===== src/design/cw_decode_pkg.sv =====
// Purpose : shared constants and types for the command word decoder
// Assumes : one 20 MHz clock, synchronous active-low reset
// Notes   : bit positions follow the cyclic 16-bit command word layout
package cw_decode_pkg;

  // ==========================================================
  // word geometry
  localparam int          WORD_W        = 16;   // process data word width
  localparam int          MAX_WORDS     = 12;   // words per direction
  localparam int          WORD_IDX_W    = 4;    // index width for words

  // ==========================================================
  // command word bit positions
  localparam int          RAMP_STOP_POS   = 0;
  localparam int          COAST_STOP_POS  = 1;
  localparam int          EMERG_STOP_POS  = 2;
  localparam int          RUN_POS         = 3;
  localparam int          RAMP_OUT_POS    = 4;
  localparam int          RAMP_HOLD_POS   = 5;
  localparam int          RAMP_IN_POS     = 6;
  localparam int          FAULT_RST_POS   = 7;
  localparam int          REMOTE_POS      = 10;
  localparam int          LOC_SEL_POS     = 11;
  localparam int          USER_LO_POS     = 12;
  localparam int          USER_W          = 4;

  // ==========================================================
  // reset values
  localparam logic [15:0] CMD_RESET       = 16'h0000;
  localparam logic [15:0] STATUS_RESET    = 16'h0040;

  // status word bit positions
  localparam int          ST_ENERGIZE   = 0;
  localparam int          ST_RUN_READY  = 1;
  localparam int          ST_REF_READY  = 2;
  localparam int          ST_TRIPPED    = 3;
  localparam int          ST_COAST_OFF  = 4;
  localparam int          ST_EMERG_OFF  = 5;
  localparam int          ST_INHIBIT    = 6;
  localparam int          ST_AT_SETPT   = 8;
  localparam int          ST_REMOTE     = 9;

  // ==========================================================
  // drive state machine
  typedef enum logic [3:0] {
    inhibited_state             = 4'h0,
    energize_ready_state        = 4'h1,
    run_ready_state             = 4'h2,
    op_enabled_state            = 4'h3,
    ramp_stop_active_state      = 4'h4,
    coast_stop_active_state     = 4'h5,
    emergency_stop_active_state = 4'h6,
    fault_state                 = 4'h7
  } drive_state_t;

endpackage


===== src/design/cw_bits_if.sv =====
`timescale 1ns/100ps
// Purpose : carries the gated command bits from decoder to top
// Assumes : both ends on sys_clk
// Notes   : purely combinational bundle
interface cw_bits_if;
  logic ramp_stop_bit;      // bit 0, always honoured
  logic coast_stop_bit;     // bit 1, always honoured
  logic emergency_stop_bit; // bit 2, always honoured
  logic run;                // bit 3 gated by remote enable
  logic ramp_out_on;        // bit 4 gated
  logic ramp_accel_on;      // bit 5 gated
  logic ramp_in_on;         // bit 6 gated
  logic fault_rst_level;    // bit 7 gated
  logic remote;             // bit 10
  logic loc_two;            // bit 11 gated
  logic [3:0] user;         // bits 12..15

  modport src (output ramp_stop_bit, coast_stop_bit, emergency_stop_bit,
               run, ramp_out_on, ramp_accel_on, ramp_in_on,
               fault_rst_level, remote, loc_two, user);
  modport dst (input ramp_stop_bit, coast_stop_bit, emergency_stop_bit,
               run, ramp_out_on, ramp_accel_on, ramp_in_on,
               fault_rst_level, remote, loc_two, user);
endinterface


===== src/design/cw_bit_gate.sv =====
`timescale 1ns/100ps
// Purpose : splits the command word into bits, applies remote gating
// Assumes : word is a registered value
// Notes   : stop bits bypass the remote gate on purpose
module cw_bit_gate
  import cw_decode_pkg::*;
(
  // command word
  input  wire logic [cw_decode_pkg::WORD_W-1:0] word,
  // decoded bits
  cw_bits_if.src                                 bits
);

  // ==========================================================
  // field pick
  function automatic logic pick(input logic [WORD_W-1:0] w, input int p);
    pick = w[p];
  endfunction

  logic rem; // remote control enable
  assign rem = pick(word, REMOTE_POS);

  // stop bits are never gated so a local stop always works
  assign bits.ramp_stop_bit      = pick(word, RAMP_STOP_POS);
  assign bits.coast_stop_bit     = pick(word, COAST_STOP_POS);
  assign bits.emergency_stop_bit = pick(word, EMERG_STOP_POS);
  assign bits.run             = rem & pick(word, RUN_POS);
  assign bits.ramp_out_on     = rem & pick(word, RAMP_OUT_POS);
  assign bits.ramp_accel_on   = rem & pick(word, RAMP_HOLD_POS);
  assign bits.ramp_in_on      = rem & pick(word, RAMP_IN_POS);
  assign bits.fault_rst_level = rem & pick(word, FAULT_RST_POS);
  assign bits.remote          = rem;
  assign bits.loc_two         = rem & pick(word, LOC_SEL_POS);
  assign bits.user = word[USER_LO_POS +: USER_W];

endmodule


===== src/design/drive_control_word_decoder.sv =====
`timescale 1ns/100ps
// Purpose : decodes the cyclic fieldbus command word into drive state
//           and ramp generator controls, returns a status word
// Assumes : word_valid marks each new cyclic command word
// Notes   : source-select straps are plain inputs, no register bus

// Overview of operation
// bit0 high advances toward run ready
// bit0 low ramps down, ramp stop state
// leave ramp stop only without other interlocks
// bit1 low coasts, then switch-on inhibited
// bit2 low quick stops, then inhibited
// bit3 high enables operation with run enable
// bit3 low inhibits operation
// bus-sourced run enable follows bit3
// bit4 high lets ramp output run
// bit4 low forces ramp output zero
// bit5 high enables ramp accelerator
// bit5 low holds ramp output
// bit6 low zeroes ramp input
// bit6 acts only if bus selected
// bit7 rising edge resets active fault
// bit7 acts only if bus selected
// bit10 low ignores word except stops; user bits 12..15 still pass through ungated
// bit11 selects external location one/two
// cyclic word in, status word out
// sixteen-bit words, up to twelve each
// reset to inhibited, previous bit7 low
module drive_control_word_decoder
  import cw_decode_pkg::*;
(
  // clock and reset
  input  wire logic                              sys_clk,
  input  wire logic                              nrst,
  // cyclic command word from adapter
  input  wire logic [cw_decode_pkg::WORD_W-1:0]  fieldbus_command_word,
  input  wire logic                              word_valid,
  input  wire logic [cw_decode_pkg::WORD_IDX_W-1:0] word_index,
  // source selection straps
  input  wire logic                              run_en_from_bus,
  input  wire logic                              run_en_ext,
  input  wire logic                              ramp_in_from_bus,
  input  wire logic                              reset_from_bus,
  input  wire logic                              loc_from_bus,
  // drive side feedback
  input  wire logic                              fault_in,
  input  wire logic                              stop_done,
  input  wire logic                              at_setpoint,
  // drive controls
  output logic [3:0]                             drive_state,
  output logic                                   run_enable,
  output logic                                   ramp_out_zero,
  output logic                                   ramp_hold,
  output logic                                   ramp_in_zero,
  output logic                                   coast_cmd,
  output logic                                   quick_stop_cmd,
  output logic                                   fault_reset,
  output logic                                   loc_two_sel,
  output logic [3:0]                             user_bits,
  // status word back to master
  output logic [cw_decode_pkg::WORD_W-1:0]       status_word
);
  import cw_decode_pkg::*;

  // ==========================================================
  // command word capture
  logic [WORD_W-1:0] cmd_ff;     // latest word, index zero only
  cw_bits_if         bits ();    // decoded, gated fields

  // only word zero carries the command; others are references etc.
  always_ff @(posedge sys_clk) begin
    if (!nrst) begin
      cmd_ff <= CMD_RESET;
    end else if (word_valid && word_index == '0) begin
      cmd_ff <= fieldbus_command_word;
    end
  end

  cw_bit_gate u_gate (
    .word (cmd_ff),
    .bits (bits)
  );

  // ==========================================================
  // fault reset edge
  logic         rst_prev_ff; // previous bit 7 level
  logic         rst_edge;    // rising edge of bit 7
  logic         rst_take;    // edge accepted while faulted
  logic         fault_ff;    // latched fault indication
  drive_state_t state_ff;    // current state
  drive_state_t nxt_state;   // next state

  // a level held high gives one edge only, so a stuck bit cannot
  // keep clearing faults
  assign rst_edge = bits.fault_rst_level & ~rst_prev_ff &
                    reset_from_bus;

  // the edge counts only in the fault state and only with no new
  // fault pending: a fresh fault outranks the reset, and a fault
  // still on its way into the fault state cannot be cleared early
  assign rst_take = rst_edge & (state_ff == fault_state) & ~fault_in;

  // previous level starts low, so a bit held high gives one edge once a word is taken after reset
  always_ff @(posedge sys_clk) begin
    if (!nrst) begin
      rst_prev_ff <= 1'b0;
    end else begin
      rst_prev_ff <= bits.fault_rst_level;
    end
  end

  // new fault wins over a reset in the same cycle
  always_ff @(posedge sys_clk) begin
    if (!nrst) begin
      fault_ff <= 1'b0;
    end else if (fault_in) begin
      fault_ff <= 1'b1;
    end else if (rst_take) begin
      fault_ff <= 1'b0;
    end
  end

  // ==========================================================
  // run enable source
  logic run_en;  // effective run enable
  assign run_en = run_en_from_bus ? bits.run : run_en_ext;

  // ==========================================================
  // drive state machine
  // state_ff and nxt_state are declared with the fault logic,
  // which has to look at the current state as well
  // a latched fault overrides every other request

  always_comb begin
    nxt_state = state_ff;
    if (fault_ff && state_ff != fault_state) begin
      nxt_state = fault_state;
    end else begin
      case (state_ff)
        fault_state: begin
          // leave only on an accepted reset, never with a fault pending
          if (rst_take) nxt_state = inhibited_state;
        end
        coast_stop_active_state: begin
          if (stop_done) nxt_state = inhibited_state;
        end
        emergency_stop_active_state: begin
          if (stop_done) nxt_state = inhibited_state;
        end
        ramp_stop_active_state: begin
          if (!bits.coast_stop_bit)
            nxt_state = coast_stop_active_state;
          else if (!bits.emergency_stop_bit)
            nxt_state = emergency_stop_active_state;
          else if (stop_done)
            nxt_state = energize_ready_state;
        end
        default: begin
          // coast stop outranks quick stop, which outranks ramp stop
          if (!bits.coast_stop_bit) begin
            nxt_state = (state_ff == inhibited_state) ?
                        inhibited_state : coast_stop_active_state;
          end else if (!bits.emergency_stop_bit) begin
            nxt_state = (state_ff == inhibited_state) ?
                        inhibited_state :
                        emergency_stop_active_state;
          end else begin
            case (state_ff)
              inhibited_state: begin
                // leaving inhibit needs bit 0 low first
                if (!bits.ramp_stop_bit)
                  nxt_state = energize_ready_state;
              end
              energize_ready_state: begin
                if (bits.ramp_stop_bit)
                  nxt_state = run_ready_state;
              end
              run_ready_state: begin
                if (!bits.ramp_stop_bit)
                  nxt_state = energize_ready_state;
                else if (bits.run && run_en)
                  nxt_state = op_enabled_state;
              end
              op_enabled_state: begin
                if (!bits.ramp_stop_bit)
                  nxt_state = ramp_stop_active_state;
                else if (!bits.run || !run_en)
                  nxt_state = run_ready_state;
              end
              default: nxt_state = inhibited_state;
            endcase
          end
        end
      endcase
    end
  end

  always_ff @(posedge sys_clk) begin
    if (!nrst) begin
      state_ff <= inhibited_state;
    end else begin
      state_ff <= nxt_state;
    end
  end

  // ==========================================================
  // registered drive controls
  logic op_on; // operation enabled next cycle
  assign op_on = (nxt_state == op_enabled_state);

  always_ff @(posedge sys_clk) begin
    if (!nrst) begin
      drive_state    <= inhibited_state;
      run_enable     <= 1'b0;
      ramp_out_zero  <= 1'b1;
      ramp_hold      <= 1'b0;
      ramp_in_zero   <= 1'b1;
      coast_cmd      <= 1'b0;
      quick_stop_cmd <= 1'b0;
      fault_reset    <= 1'b0;
      loc_two_sel    <= 1'b0;
      user_bits      <= 4'h0;
    end else begin
      drive_state    <= nxt_state;
      run_enable     <= run_en;
      // ramp forcing matters only while operating
      ramp_out_zero  <= !(op_on && bits.ramp_out_on);
      ramp_hold      <= op_on && !bits.ramp_accel_on;
      ramp_in_zero   <= ramp_in_from_bus ?
                        !(op_on && bits.ramp_in_on) : 1'b0;
      coast_cmd      <= (nxt_state == coast_stop_active_state);
      quick_stop_cmd <= (nxt_state == emergency_stop_active_state);
      // one-cycle pulse, in the same edge that leaves the fault state
      fault_reset    <= rst_take;
      if (loc_from_bus && bits.remote) begin
        loc_two_sel  <= bits.loc_two;
      end
      user_bits      <= bits.user;
    end
  end

  // ==========================================================
  // status word
  logic [WORD_W-1:0] nxt_status; // assembled status

  always_comb begin
    nxt_status = '0;
    nxt_status[ST_ENERGIZE]  = (nxt_state == energize_ready_state) ||
                               (nxt_state == run_ready_state) ||
                               op_on;
    nxt_status[ST_RUN_READY] = (nxt_state == run_ready_state) || op_on;
    nxt_status[ST_REF_READY] = op_on;
    nxt_status[ST_TRIPPED]   = (nxt_state == fault_state);
    nxt_status[ST_COAST_OFF] = (nxt_state != coast_stop_active_state);
    nxt_status[ST_EMERG_OFF] = (nxt_state != emergency_stop_active_state);
    nxt_status[ST_INHIBIT]   = (nxt_state == inhibited_state);
    nxt_status[ST_AT_SETPT]  = op_on && at_setpoint;
    nxt_status[ST_REMOTE]    = bits.remote;
  end

  always_ff @(posedge sys_clk) begin
    if (!nrst) begin
      status_word <= STATUS_RESET;
    end else begin
      status_word <= nxt_status;
    end
  end

endmodule


===== config.mk =====
export PLATFORM = sky130hd
export DESIGN_NAME = drive_control_word_decoder
export DESIGN_NICKNAME = d
export VERILOG_FILES = /design/src/design/cw_decode_pkg.sv /design/src/design/cw_bits_if.sv /design/src/design/cw_bit_gate.sv /design/src/design/drive_control_word_decoder.sv
export SDC_FILE = /design/constraint.sdc
export NUM_CORES = 1
export LEC_CHECK = 0
export ABC_AREA = 1
export BUFFER_PORTS_ARGS = -buffer_cell sky130_fd_sc_hd__buf_2
export CORE_MARGIN = 2
export CORE_UTILIZATION = 52
export CTS_BUF_LIST = sky130_fd_sc_hd__clkbuf_16
export CTS_CLUSTER_SIZE = 28
export DETAILED_ROUTE_END_ITERATION = 16
export HOLD_SLACK_MARGIN = 0.12
export PLACE_DENSITY = 0.83
export RECOVER_POWER = 50
export SETUP_SLACK_MARGIN = 0.1
export SYNTH_ARGS = -nofsm -noshare
export SYNTH_HDL_FRONTEND = slang
export SYNTH_SLANG_ARGS = --single-unit

===== constraint.sdc =====
create_clock -name sys_clk -period 2.26 [get_ports sys_clk]
set_input_delay 0.339 -clock sys_clk [delete_from_list [all_inputs] [get_ports sys_clk]]
set_output_delay 0.339 -clock sys_clk [all_outputs]
set_load 0.005 [all_outputs]

### Word-level counts from Yosys, hierarchy flattened

Index checks and enable logic that the tools add are counted.

| word-level totals | value |
|---|---|
| output and inout port bits | 32 |
| input bits | 31 |
| flip-flop bits (word level) | 50 |
| logic and storage cells | 87 |

| cells by class | value |
|---|---|
| multiplexer cells | 22 |
| bitwise logic cells | 12 |
| equal/unequal tests | 16 |
| reduce and logical (&&, ||, !) cells | 22 |

Operator list:

| operator | count |
|---|---|
| $mux W4 | 14 |
| $eq A4 B3 Y1 const B | 7 |
| $eq A4 B2 Y1 const B | 4 |
| $pmux W4 S4 | 1 |
| $logic_not A4 Y1 | 3 |
| $ne A4 B3 Y1 const B | 3 |
| $pmux W4 S3 | 1 |
| $and A1 B1 Y1 | 10 |
| $eq A4 B1 Y1 const B | 2 |
| $logic_and A1 B1 Y1 | 8 |
| $mux W3 | 2 |
| $logic_not A1 Y1 | 5 |
| $logic_or A1 B1 Y1 | 4 |
| $mux W1 | 4 |
| $not A1 Y1 | 2 |
| $reduce_bool A2 Y1 | 1 |
| $reduce_or A2 Y1 | 1 |

### Longest topological paths before layout

| depth | value |
|---|---|
| depth in word-level cells | 15 |
| gate-level depth with buffers | 13 |
| depth with buffers taken out | 12 |

### Modules after synthesis

A second synthesis with hierarchy kept.

| unflattened totals | value |
|---|---|
| cell total of the unflattened synthesis | 248 |
| area total of the unflattened synthesis | 1,880.6 µm² |

By module, submodules not included:

| module | instances | cells an instance | area each (µm²) | sequential area each (µm²) |
|---|---|---|---|---|
| drive_control_word_decoder | 1 | 228 | 1,775.5 | 860.8 |
| cw_bit_gate | 1 | 20 | 105.1 | 0.0 |

### Worst setup path before layout

No wires, ideal clock.

| timing | value |
|---|---|
| path type | flip-flop to flip-flop |
| from | register, netlist name drive_state[3] |
| to | register ramp_out_zero |
| setup slack | 0.905 ns |
| arrival time | 1.236 ns |
| stages on the path, launching flop included | 12 |
| data required time | 2.140 ns |
| clock period less this slack | 1.355 ns |
| setup time | 0.120 ns |
| path buffers | 0 |
| path through | dfxtp_1 > inv_2 > nand2_2 > nor2_4 > nor2_4 > inv_2 > nand2_2 > nor2_4 > nand2_4 > nand2_4 > nor2_4 > nand3_2 |

RTL lines:

| item | line | source |
|---|---|---|
| end signal: assignment | drive_control_word_decoder.sv:227 | `ramp_out_zero <= !(op_on && bits.ramp_out_on);` |
| end: declaration | drive_control_word_decoder.sv:52 | `output logic ramp_out_zero,` |

### Worst setup path after layout

| timing | value |
|---|---|
| from | register cmd_ff[10] |
| to | register ramp_out_zero |

| between the ends | value |
|---|---|
| longest elaborated chain between the ends | 14 |
| elaborated cells on any way between the ends | 25 |
| classes of those cells | eq/ne: 1; mux: 11; bitwise: 7; reduce/logical: 6 |

RTL lines:

| item | line | source |
|---|---|---|
| start: declaration | drive_control_word_decoder.sv:67 | `logic [WORD_W-1:0] cmd_ff;` |
| start signal: assignment | drive_control_word_decoder.sv:75 | `cmd_ff <= fieldbus_command_word;` |
| $and A1 B1 Y1 | cw_bit_gate.sv:27 | `assign bits.run = rem & pick(word, RUN_POS);` |
| $mux W1 | drive_control_word_decoder.sv:126 | `assign run_en = run_en_from_bus ? bits.run : run_en_ext;` |
| $logic_not A1 Y1 | drive_control_word_decoder.sv:187 | `else if (!bits.run \|\| !run_en)` |
| $logic_or A1 B1 Y1 | drive_control_word_decoder.sv:187 |  |
| $mux W4 | drive_control_word_decoder.sv:187 |  |
| $mux W4 | drive_control_word_decoder.sv:185 | `if (!bits.ramp_stop_bit)` |
| $pmux W4 S4 | drive_control_word_decoder.sv:168 | `case (state_ff)` |
| $mux W4 | drive_control_word_decoder.sv:163 | `end else if (!bits.emergency_stop_bit) begin` |
| $mux W4 | drive_control_word_decoder.sv:160 | `if (!bits.coast_stop_bit) begin` |
| $pmux W4 S3 | drive_control_word_decoder.sv:139 | `case (state_ff)` |
| $mux W4 | drive_control_word_decoder.sv:136 | `if (fault_ff && state_ff != fault_state) begin` |
| $eq A4 B2 Y1 | drive_control_word_decoder.sv:209 | `assign op_on = (nxt_state == op_enabled_state);` |
| $logic_and A1 B1 Y1 * | drive_control_word_decoder.sv:227 |  |
| $logic_not A1 Y1 * | drive_control_word_decoder.sv:227 |  |

Mark *: on every way between the ends. The rest lies on a longest branch, timed or not.
A chain may end at the register's enable or synchronous reset.

==> summary.txt <==
Outcome
  • Status: finished clean

Synth
  • Seq/Total Area, Yosys: 46.46%
  • Top FF cell, synth: sky130_fd_sc_hd__dfxtp_1
  • Post-synthesis sequential element count: 41
  • Average cell area after synthesis: 7.887 um2
  • Post-synth top cells: sky130_fd_sc_hd__dfxtp_1 (41), sky130_fd_sc_hd__nand2_1 (40), sky130_fd_sc_hd__inv_1 (24)
  • Most instantiated library cell after synthesis: sky130_fd_sc_hd__dfxtp_1
  • Share of Yosys cell area claimed by the top area cell type: a little under half
  • Cell taking the most area after synthesis: sky130_fd_sc_hd__dfxtp_1
  • Total number of yosys warnings: 0
  • Post-synthesis instance area: 1767 um2
  • Count of flip-flops with a built-in enable after synthesis: 0
  • Largest cells by area after synthesis: sky130_fd_sc_hd__dfxtp_1 (46%), sky130_fd_sc_hd__nand2_1 (8.5%), sky130_fd_sc_hd__inv_1 (5.1%), sky130_fd_sc_hd__a21oi_1 (4.8%), sky130_fd_sc_hd__nand3_1 (4.8%)
  • Syn Inst Count: roughly 220
  • Async set-reset flop share out of synthesis: 0%
  • Count of different cell masters after synthesis: 29

Timing
  • Setup-violating endpoint count in the final report: 0
  • Final-report hold violation count: 0
  • Ratio of final minimum period to clock period: 73.97%
  • Max Clock Freq: between 0.5 and 0.6 GHz
  • Worst setup skew after layout: about 4.7 ps
  • Minimum period implied by the final worst setup slack: 1672 ps
  • Fin. max-slew vios: 0
  • Final hold slack: about 230 ps
  • Least-Margin Pin Slew: 694.9 ps
  • Setup total negative slack: 0 ps
  • Max-slew headroom: 53.67%
  • Setup repair after global routing missed its margin: no
  • Worst-case setup margin in the final layout: between 500 and 600 ps

Placement
  • Detail Placement HPWL: 2528 um
  • Number of cells after detailed placement: 320
  • Port buffer count: 53
  • Placer Congestion: 0.8087
  • Worst slack after detailed placement: roughly 560 ps

Run
  • Number of maximum-capacitance violations: 0

Hold path
  • Kind of path behind the tightest hold check: input port to flip-flop
  • Hold Path Sink: run_enable
  • Number of cells traversed by the worst hold path: 2
  • Min-Delay Startpoint: run_en_from_bus

Drt
  • Routed WL: 3569 um
  • First DRT Iteration DRCs: 53
  • Pre-Repair DR Iteration Count: 4
  • Final routed DRC violation total: 0
  • Drt via density: 4.735
  • Average wire per standard cell: between 10 and 15 um
  • Via count: about 1600
  • Routed Antenna Nets: 0

Clock tree
  • CTS tree: yes
  • Clock latency on the worst-skew pair: ~290 ps
  • Clock-pin slew on the worst setup and hold paths: about 60 ps
  • Number of setup buffers added after CTS: 0
  • CTS H-tree lvls: 2
  • Number of buffers inserted by hold repair at cts: 0
  • Number of resized instances in the post-cts repair step: 0
  • Sinks on the clock net: 41
  • CTS Buffer Depth: 2
  • Total clock buffers created by CTS: 5
  • CTS root buffer: sky130_fd_sc_hd__clkbuf_16

Critical path
  • Startpoint of the worst register-to-register path: cmd_ff[10]
  • Critical Path Start: cmd_ff[10]
  • Endpoint of the worst register-to-register path: ramp_out_zero
  • Worst Path Required: 2420 ps
  • R2R Setup Slk: 590 ps
  • Crit path arrival time: 1830 ps
  • Startpoint class of the critical path: flip-flop
  • Max FO, Critical Path: 10
  • Kind of capture point of the worst setup path: flip-flop
  • Worst reg-to-reg path cell count: 9
  • Type of the worst setup path: flip-flop to flip-flop

Power
  • Internal power: about 0.0012 W
  • Leakage: 1.047 nW
  • Sw Ratio: 24.95%
  • Combinational fraction of design power: roughly 11%
  • Proportion of power drawn by flip-flops and latches: 47.1%
  • PwrDens: 747.7 nW/um2
  • Portion of total power attributed to the clock network: 41.7%
  • Switching power: 0.0004073 W
  • VDD IR-drop max: ~0.46 mV
  • Overall power consumption: 0.001632 W

GRT
  • Total GRT Usage: about a fifth
  • Via count of the first global-routing pass: 1382
  • Remaining global-route overflow: 0
  • Maximum number of pins on one net before global-route repair: 19
  • Wire length of the first global-routing pass: 5899 um
  • Number of antenna violations at the first check in global routing: 0

Finish
  • Layout cells sized above 1: about a third
  • Area added between synthesis and finish: 23.58%
  • Final standard cell count with taps included and fillers excluded: 328
  • Layout Nets: 312
  • Number of diodes: 0

Die
  • Die Outline Area: 3879 um2
  • Placeable core region: 3311 um2
  • Floorplan die height: approximately 62 um
  • Initial core utilization: 53.36%
  • I/O pin cnt: 63
  • Rows: 21
  • Horizontal die dimension: about 62 um
==> cell usage in the layout (no fill, tap or decap), types with 3 or more instances in the layout <==
cell                         n
sky130_fd_sc_hd__buf_2      49
sky130_fd_sc_hd__dfxtp_1    41
sky130_fd_sc_hd__nand2_1    40
sky130_fd_sc_hd__inv_1      24
sky130_fd_sc_hd__nand3_1    17
sky130_fd_sc_hd__nor2_1     17
sky130_fd_sc_hd__a21oi_1    17
sky130_fd_sc_hd__nand2_2     9
sky130_fd_sc_hd__conb_1      8
sky130_fd_sc_hd__inv_2       6
sky130_fd_sc_hd__o21ai_0     6
sky130_fd_sc_hd__clkbuf_1    6
sky130_fd_sc_hd__nor2_2      5
sky130_fd_sc_hd__nor2_4      5
sky130_fd_sc_hd__clkbuf_16   5
sky130_fd_sc_hd__clkinv_1    4
sky130_fd_sc_hd__nand2_4     3
sky130_fd_sc_hd__a21oi_2     3
==> kinds of logic after synthesis <==
logic type	synth area share, %
buffers and inverters	11.54
and+or+nand+nor	30.67
other	0.2123
DFF	46.46
AOI/OAI and AO/OA	11.12
==> state kept, by name (all words and copies together), names as in the netlist, 4 cells and up <==
name and cells:
status_word 9, user_bits 4, drive_state 4, cmd_ff 14
==> worst max-delay path by stage <==
stage	to	cells past startpoint	slack, ps
after floorplan	ramp_out_zero	11	900
after global placement	cmd_ff[0]	5	610
after detailed placement	cmd_ff[2]	5	560
after CTS	ramp_out_zero	9	630
after global routing	ramp_out_zero	9	430
final	ramp_out_zero	9	590
==> through the flow <==
stage	util, %	cell area (um2)
floorplan	-	1793
global placement	62.06	2054
detailed placement	62.06	2054
CTS	66.33	2196
global route	65.95	2183
finish	65.95	2183
==> power by group through the flow <==
stage                     Clock (W)  Combinational [W]  Sequential (W)
after floorplan                   0           0.000123        0.000784
after global placement            0           0.000180        0.000783
after detailed placement          0           0.000184        0.000784
after CTS                  0.000689           0.000186        0.000768
after global routing       0.000721           0.000204        0.000771
final                      0.000680           0.000184        0.000769
==> area by class of cell <==
| type | instances | area, um2 |
|---|---|---|
| inverter | 32 | 120.1 |
| multi-input combinational | 145 | 768.2 |
| clock inverter | 3 | 16.27 |
| clock buffer | 5 | 125.1 |
| fill | 299 | 1127 |
| timing repair buffer | 56 | 275.3 |
| sequential | 41 | 820.8 |
| tap | 46 | 57.56 |
==> metal layers <==
metal | vias to the layer above | GRT usage [%] | wire (um)
li1 | 805 | - | -
met1 | 682 | 22.32 | 1540
met2 | 54 | 32.34 | 1728
met3 | 12 | 4.710 | 209
met4 | 0 | 10.56 | 90
met5 | - | 0 | 0
==> worst max-delay path, stage by stage, from the launching register on <==
cell and delay, ps:
sky130_fd_sc_hd__dfxtp_1 550, sky130_fd_sc_hd__nand3_1 190, sky130_fd_sc_hd__nor2_2 150, sky130_fd_sc_hd__nand2_2 80
sky130_fd_sc_hd__nand2_1 70, sky130_fd_sc_hd__nand2_1 60, sky130_fd_sc_hd__nand2_2 90, sky130_fd_sc_hd__nand3_2 110
sky130_fd_sc_hd__nor2_4 180, sky130_fd_sc_hd__nand3_2 70
Note: power is estimated with default switching activity, not from simulation.
